==> src/sym_map_pkg.sv <==
// Package: constants and carrier types for the phase symbol mapper
package sym_map_pkg;

    // Symbol and slot timing
    localparam int unsigned CLK_HZ          = 100_000_000;
    localparam int unsigned SYM_HZ          = 1_000_000;
    localparam int unsigned SYM_CYCLES      = CLK_HZ / SYM_HZ;
    localparam int unsigned SLOT_US         = 625;
    localparam int unsigned SYM_PER_SLOT    = (SYM_HZ / 1_000_000) * SLOT_US;
    localparam int unsigned SLOTS_1         = 1;
    localparam int unsigned SLOTS_3         = 3;
    localparam int unsigned SLOTS_5         = 5;
    localparam int unsigned SLOT_CNT_W      = 3;

    // Phase accumulator, units of pi/4
    localparam int unsigned PHASE_W         = 3;
    localparam logic [2:0]  PHASE_RESET     = 3'h0;

    // Bits per symbol
    localparam logic [1:0]  BITS_BASIC      = 2'h1;
    localparam logic [1:0]  BITS_TWO        = 2'h2;
    localparam logic [1:0]  BITS_THREE      = 2'h3;

    typedef enum logic [1:0] {
        SCHEME_BASIC = 2'h0,
        SCHEME_TWO   = 2'h1,
        SCHEME_THREE = 2'h2
    } scheme_e;

    typedef enum logic [1:0] {
        ST_IDLE = 2'h0,
        ST_SEND = 2'h1,
        ST_DONE = 2'h3
    } state_e;

    // Packet start request from baseband
    typedef struct packed {
        scheme_e                scheme;
        logic                   is_control;
        logic [SLOT_CNT_W-1:0]  slots;
    } pkt_req_s;

    // Symbol handed to the modulator front end
    typedef struct packed {
        logic                   basic_bit;
        logic [PHASE_W-1:0]     step;
        logic [PHASE_W-1:0]     phase;
        logic                   first;
        logic                   last;
    } symbol_s;

endpackage

==> src/edr_phase_symbol_mapper.sv <==
// Baseband bit stream to differential phase symbol mapper
`timescale 1ns/1ps
module edr_phase_symbol_mapper
    import sym_map_pkg::*;
#(
    parameter bit THREE_BIT_EN = 1'b1
)(
    // Clock and reset
    input  wire logic                   sys_clk,
    input  wire logic                   rst_n,
    // Packet start from baseband
    input  wire logic                   pkt_start,
    input  wire sym_map_pkg::pkt_req_s  pkt_req,
    output logic                        pkt_busy,
    // Bit stream from baseband
    input  wire logic [2:0]             bits_data,
    input  wire logic                   bits_valid,
    output logic                        bits_ready,
    // Symbols to modulator
    output sym_map_pkg::symbol_s        sym_out,
    output logic                        sym_valid,
    // Status
    output logic                        underrun
);

    //--------------------------------------------------------------
    // Packet control
    //--------------------------------------------------------------
    state_e                     state_q, state_d;
    scheme_e                    scheme_q;
    logic [SLOT_CNT_W-1:0]      slots_left_q;
    logic [9:0]                 sym_in_slot_q;
    logic [6:0]                 tick_q;
    logic [PHASE_W-1:0]         phase_q;
    symbol_s                    sym_q;
    logic                       sym_valid_q;
    logic                       underrun_q;
    logic                       first_q;

    wire slots_ok  = (pkt_req.slots == SLOT_CNT_W'(SLOTS_1)) ||
                     (pkt_req.slots == SLOT_CNT_W'(SLOTS_3)) ||
                     (pkt_req.slots == SLOT_CNT_W'(SLOTS_5));
    // Optional three-bit scheme falls back to two-bit when absent
    wire scheme_e  req_scheme = pkt_req.is_control ? SCHEME_BASIC :
                     (pkt_req.scheme == SCHEME_THREE && !THREE_BIT_EN) ? SCHEME_TWO :
                     (pkt_req.scheme == SCHEME_THREE) ? SCHEME_THREE :
                     (pkt_req.scheme == SCHEME_TWO) ? SCHEME_TWO : SCHEME_BASIC;
    wire accept    = (state_q == ST_IDLE) && pkt_start && slots_ok;
    wire sym_tick  = (state_q == ST_SEND) && (tick_q == 7'(SYM_CYCLES - 1));
    wire slot_end  = sym_in_slot_q == 10'(SYM_PER_SLOT - 1);
    wire pkt_end   = sym_tick && slot_end && (slots_left_q == SLOT_CNT_W'(1));

    always_comb begin
        state_d = state_q;
        case (state_q)
            ST_IDLE: if (accept) state_d = ST_SEND;
            ST_SEND: if (pkt_end) state_d = ST_DONE;
            ST_DONE: state_d = ST_IDLE;
            default: state_d = ST_IDLE;
        endcase
    end

    always_ff @(posedge sys_clk or negedge rst_n) begin
        if (!rst_n) state_q <= ST_IDLE;
        else        state_q <= state_d;
    end

    always_ff @(posedge sys_clk or negedge rst_n) begin
        if (!rst_n) begin
            scheme_q <= SCHEME_BASIC;
            slots_left_q <= '0;
        end else if (accept) begin
            scheme_q <= req_scheme;
            slots_left_q <= pkt_req.slots;
        end else if (sym_tick && slot_end) begin
            slots_left_q <= slots_left_q - SLOT_CNT_W'(1);
        end
    end

    //--------------------------------------------------------------
    // Symbol and slot timing
    //--------------------------------------------------------------
    always_ff @(posedge sys_clk or negedge rst_n) begin
        if (!rst_n) begin
            tick_q <= '0;
            sym_in_slot_q <= '0;
        end else if (state_q != ST_SEND) begin
            tick_q <= '0;
            sym_in_slot_q <= '0;
        end else if (sym_tick) begin
            tick_q <= '0;
            sym_in_slot_q <= slot_end ? 10'h000 : sym_in_slot_q + 10'h001;
        end else begin
            tick_q <= tick_q + 7'h01;
        end
    end

    //--------------------------------------------------------------
    // Bit grouping and phase mapping
    //--------------------------------------------------------------
    logic [2:0] step;
    // Missing bits send a zero group; zero is the least disturbing step
    wire [2:0] grp = bits_valid ? bits_data : 3'h0;

    phase_step_lut u_lut (
        .scheme (scheme_q),
        .bits   (grp),
        .step   (step)
    );

    assign bits_ready = sym_tick;
    assign pkt_busy   = state_q != ST_IDLE;

    always_ff @(posedge sys_clk or negedge rst_n) begin
        if (!rst_n) begin
            phase_q <= PHASE_RESET;
            sym_q <= '0;
            sym_valid_q <= 1'b0;
            underrun_q <= 1'b0;
            first_q <= 1'b0;
        end else begin
            sym_valid_q <= sym_tick;
            if (accept) begin
                phase_q <= PHASE_RESET;
                first_q <= 1'b1;
                underrun_q <= 1'b0;
            end else if (sym_tick) begin
                phase_q <= phase_q + step;
                first_q <= 1'b0;
                sym_q.basic_bit <= (scheme_q == SCHEME_BASIC) ? grp[0] : 1'b0;
                sym_q.step <= step;
                sym_q.phase <= phase_q + step;
                sym_q.first <= first_q;
                sym_q.last <= pkt_end;
                if (!bits_valid) underrun_q <= 1'b1;
            end
        end
    end

    assign sym_out   = sym_q;
    assign sym_valid = sym_valid_q;
    assign underrun  = underrun_q;

    //--------------------------------------------------------------
    // Checks
    //--------------------------------------------------------------
    // Own count of cycles between ticks, so the rate check does not lean on tick_q
    logic [9:0]                 sym_gap_q;

    always_ff @(posedge sys_clk or negedge rst_n) begin
        if (!rst_n) begin
            sym_gap_q <= '0;
        end else if (accept || sym_tick) begin
            sym_gap_q <= '0;
        end else begin
            sym_gap_q <= sym_gap_q + 10'h001;
        end
    end
endmodule

==> src/phase_step_lut.sv <==
// Bit group to differential phase step lookup
`timescale 1ns/1ps
module phase_step_lut
    import sym_map_pkg::*;
(
    // Selection
    input  wire sym_map_pkg::scheme_e scheme,
    input  wire logic [2:0]           bits,
    // Result, units of pi/4
    output logic [2:0]                step
);

    // Two-bit steps never reach 4 (pi) by construction
    wire [2:0] step_two = (bits[1:0] == 2'h0) ? 3'h1 :
                          (bits[1:0] == 2'h1) ? 3'h3 :
                          (bits[1:0] == 2'h2) ? 3'h5 : 3'h7;

    // Gray-coded triples walk the circle in pi/4 steps
    wire [2:0] step_three = (bits == 3'h0) ? 3'h0 :
                            (bits == 3'h1) ? 3'h1 :
                            (bits == 3'h3) ? 3'h2 :
                            (bits == 3'h2) ? 3'h3 :
                            (bits == 3'h6) ? 3'h4 :
                            (bits == 3'h7) ? 3'h5 :
                            (bits == 3'h5) ? 3'h6 : 3'h7;

    assign step = (scheme == SCHEME_TWO)   ? step_two :
                  (scheme == SCHEME_THREE) ? step_three : 3'h0;

endmodule

==> config.mk <==
export PLATFORM = sky130hd
export DESIGN_NAME = edr_phase_symbol_mapper
export DESIGN_NICKNAME = d
export VERILOG_FILES = /design/src/sym_map_pkg.sv /design/src/edr_phase_symbol_mapper.sv /design/src/phase_step_lut.sv
export SDC_FILE = /design/constraint.sdc
export NUM_CORES = 1
export LEC_CHECK = 0
export ABC_AREA = 1
export BUFFER_PORTS_ARGS = -buffer_cell sky130_fd_sc_hd__buf_2
export CAP_MARGIN = 20
export CORE_ASPECT_RATIO = 1.1
export CORE_MARGIN = 2
export CORE_UTILIZATION = 45
export CTS_BUF_LIST = sky130_fd_sc_hd__clkbuf_8
export DETAILED_ROUTE_END_ITERATION = 7
export SLEW_MARGIN = 0
export SYNTH_ARGS = -nofsm -noshare
export SYNTH_HDL_FRONTEND = slang
export SYNTH_SLANG_ARGS = --single-unit
==> constraint.sdc <==
create_clock -name sys_clk -period 2.34 [get_ports sys_clk]
set_clock_uncertainty 0.05 [all_clocks]
set_input_delay 0.117 -clock sys_clk [delete_from_list [all_inputs] [get_ports sys_clk]]
set_output_delay 0.117 -clock sys_clk [all_outputs]
set_load 0.01 [all_outputs]
==> results.yml <==
status:
  run_status: "finished clean"
placed_design:
  port_buffers: 25
  dp_cells: 334
  gp_congestion: 0.8761
  dp_hpwl_um: 2785
  placed_cell_area_sq_mm: 0.002248
clocking:
  path_clk_slew_ps: 80
  htreeDepth: 2
  cts_buffer_depth: 2
  clk-insertion-delay-late_ps: 290
  clockRootBuffer: "clkbuf_8"
  cts_hold_buf: 1
  cts_buffers: 5
  post_cts_buffers: 0
  post_cts_resized: 0
  cts_tree: "yes"
  numClockSinks: 39
final_layout:
  areaGrowthSynthToFinish_pct: 14.74
  stdcell_count: 343
  fin_area_sq_mm: 0.002376
  fillCellCount: 421
  antenna_cells: 0
  drive_gt1_share_pct: 18.34
  fin_util_pct: 54.65
  nets: 308
synth:
  yosys_warnings: 0
  mappedNetlistArea_sq_mm: 0.002071
  synth_seq_area_share_pct: 47.13
  yosys.area.top_type: "dfrtp_1"
  syn_nets: 277
  ys_ff_latch: 39
  synth_cells: 257
  postSynthAreaPerCell_sq_um: 8.057
  yosys-top-cells-area: "dfrtp_1 (47%), nand2_1 (13%), nand3_1 (6.0%), inv_1 (5.4%), nor2_1 (4.2%)"
  yosysTopAreaCellShare_pct: 47.13
  yosysUniqueCellTypes: 29
floorplanning:
  die_area_sq_mm: 0.005161
  placementRows: 25
  die_w_um: 68.68
  coreArea_sq_mm: 0.004348
  die_h_um: 75.15
  pin_count: 26
  start_util_pct: 47.63
worst_setup_path:
  critPathMaxFanout: 3
  reg2reg_depth: 12
  reg2reg_slack_ps: 180
  endpoint: "phase_q[2]$_DFFE_PN0P_"
  cp_cell_sequence: "inv_1 -> nand2_1 -> nor2_1 -> nand3_1 -> nand3_1 -> ha_1 -> inv_1 -> fa_1 -> xor2_1 -> o21bai_1 -> nand3_1 -> nand2_1"
  cp-start-kind: "flop"
  crit-reg2reg-launch: "scheme_q[0]$_DFFE_PN0P_"
  r2r-end: "phase_q[2]$_DFFE_PN0P_"
  cpPeakStageDelay_ps: 380
  crit_required_ps: 2470
  cp_common_cell: "nand3_1"
  critPathSlowestCell: "dfrtp_1"
  critPathKind: "reg2reg"
  cp.arrival_ps: 2300
  cp-end-kind: "flop"
  crit_start: "scheme_q[0]$_DFFE_PN0P_"
hold_path:
  min_path_type: "in2reg"
  worstHoldStart: "bits_valid"
timing:
  slew_headroom_pct: 40.85
  setup_violations: 0
  worst_pin_slew_ps: 887.2
  tns_ps: 0
  fmax_mhz: 462.0
  rsz0062_at_grt: "false"
  hold_viol: 0
  drv_slew: 0
  fin_crit_sh_pct: 92.51
  min_period_ps: 2165
power:
  power_leakage_uw: 0.001236
  power_density_mw_per_mm2: 549.0
  ir_drop_v: 0.0002759
global_routing:
  grt_usage_pct: 17.91
  antenna_found_initial: 0
  grt_start_max_net_pins: 40
  gr-total-overflow: 0
  grt_pass1_vias: 1541
  grt_pass1_wl_um: 6886
detailed_routing:
  post-route-drc-count: 0
  ant_nets: 0
  routedWlPerCell_um: 11.64
  wirelength_um: 3991
  drt-pass1-iter-count: 4
  vias_per_cell: 4.854
  drt_iter0_markers: 56
  via_count: 1665
run:
  max_cap_violations: 0
[through the flow]
step | hold WS (ps) | total power (uW) | worst slack [ps]
4_1_cts | 38.32 | 1323 | 171.4
2_1_floorplan | -228.6 | 699.5 | 387.5
3_5_place_dp | 239.0 | 727.7 | 193.8
3_3_place_gp | 236.7 | 727.3 | 288.7
6_report | 45.37 | 1305 | 175.3
5_1_grt | 74.82 | 1363 | 4.105
[Yosys cell counts (all sizes together)]
cell    number
nand2       77
dfrtp       39
inv         34
nor2        30
nand3       26
o21ai       16
a21oi        7
ha           6
xor2         6
nand4        3
nor3         3
o21bai       2
o22ai        2
buf          1
clkbuf       1
fa           1
nand3b       1
or2          1
xnor2        1
[registers in the layout, summed over array words and instances, names as in the netlist, 2 cells and up]
name and flops:
phase_q 3, scheme_q 2, slots_left_q 3, state_q 2
sym_in_slot_q 10, sym_out 9, tick_q 7
[layout by cell type, fill, tap and decap left out, drive strengths merged, types with 2 or more instances in the layout]
| cell | n |
|---|---|
| ha | 6 |
| o21ai | 16 |
| nor3 | 3 |
| a21oi | 7 |
| o21bai | 2 |
| xor2 | 6 |
| nand4 | 3 |
| clkbuf | 6 |
| nor2 | 30 |
| nand2 | 77 |
| dfrtp | 39 |
| inv | 34 |
| o22ai | 2 |
| buf | 25 |
| nand3 | 26 |
[power breakdown]
group	internal [uW]	switching, uW
Clock	345	245
Sequential	675	0.790
Combinational	12.8	26.1
[critical path, delay by kind of cell, from the launching register on]
family / cells / cell delay [ps]
compound gates: 1 / 160
xor+xnor: 1 / 160
fa+ha+maj: 2 / 520
buf+inv: 2 / 140
flops: 1 / 380
simple gates: 6 / 660
[final cells by class]
type	count	area (sq um)	share of cell area, %
multi-input combinational	182	952.2	40.07
tap	54	67.56	2.844
clock inverter	2	35.03	1.474
inverter	34	127.6	5.371
sequential	39	975.9	41.07
timing repair buffer	26	135.1	5.687
clock buffer	6	82.58	3.476
[cell families (layout without fill, tap and decap cells)]
family                     Yosys count  after routing  synth area share, %
adders and majority gates            7              7                4.592
AOI/OAI and AO/OA                   27             27                7.432
and+or+nand+nor                    141            141                31.00
xor gates and xnor gates             7              7                2.961
DFF                                 39             39                47.13
buffers and inverters               36             68                6.888
[metal layers]
layer / vias up / track usage, % / wire length (um) / part of all wire [%]
met1: 755 / 25.71 / 2053 / 51
met5: - / 0 / 0 / 0
met3: 4 / 4.036 / 122 / 3.1
li1: 876 / - / - / -
met4: 0 / 6.000 / 23 / 0.58
met2: 30 / 26.60 / 1792 / 45
[worst min path at each step]
| stage | endpoint | slack [ps] | cells after the start |
|---|---|---|---|
| floorplan | first_q$_DFFE_PN0P_ | -230 | 0 |
| global placement | tick_q[5]$_DFF_PN0_ | 240 | 1 |
| detailed placement | tick_q[4]$_DFF_PN0_ | 240 | 1 |
| CTS | underrun$_DFFE_PN0P_ | 40 | 2 |
| global route | underrun$_DFFE_PN0P_ | 70 | 2 |
| finish | underrun$_DFFE_PN0P_ | 50 | 2 |
(Power assumes the default switching activity.)
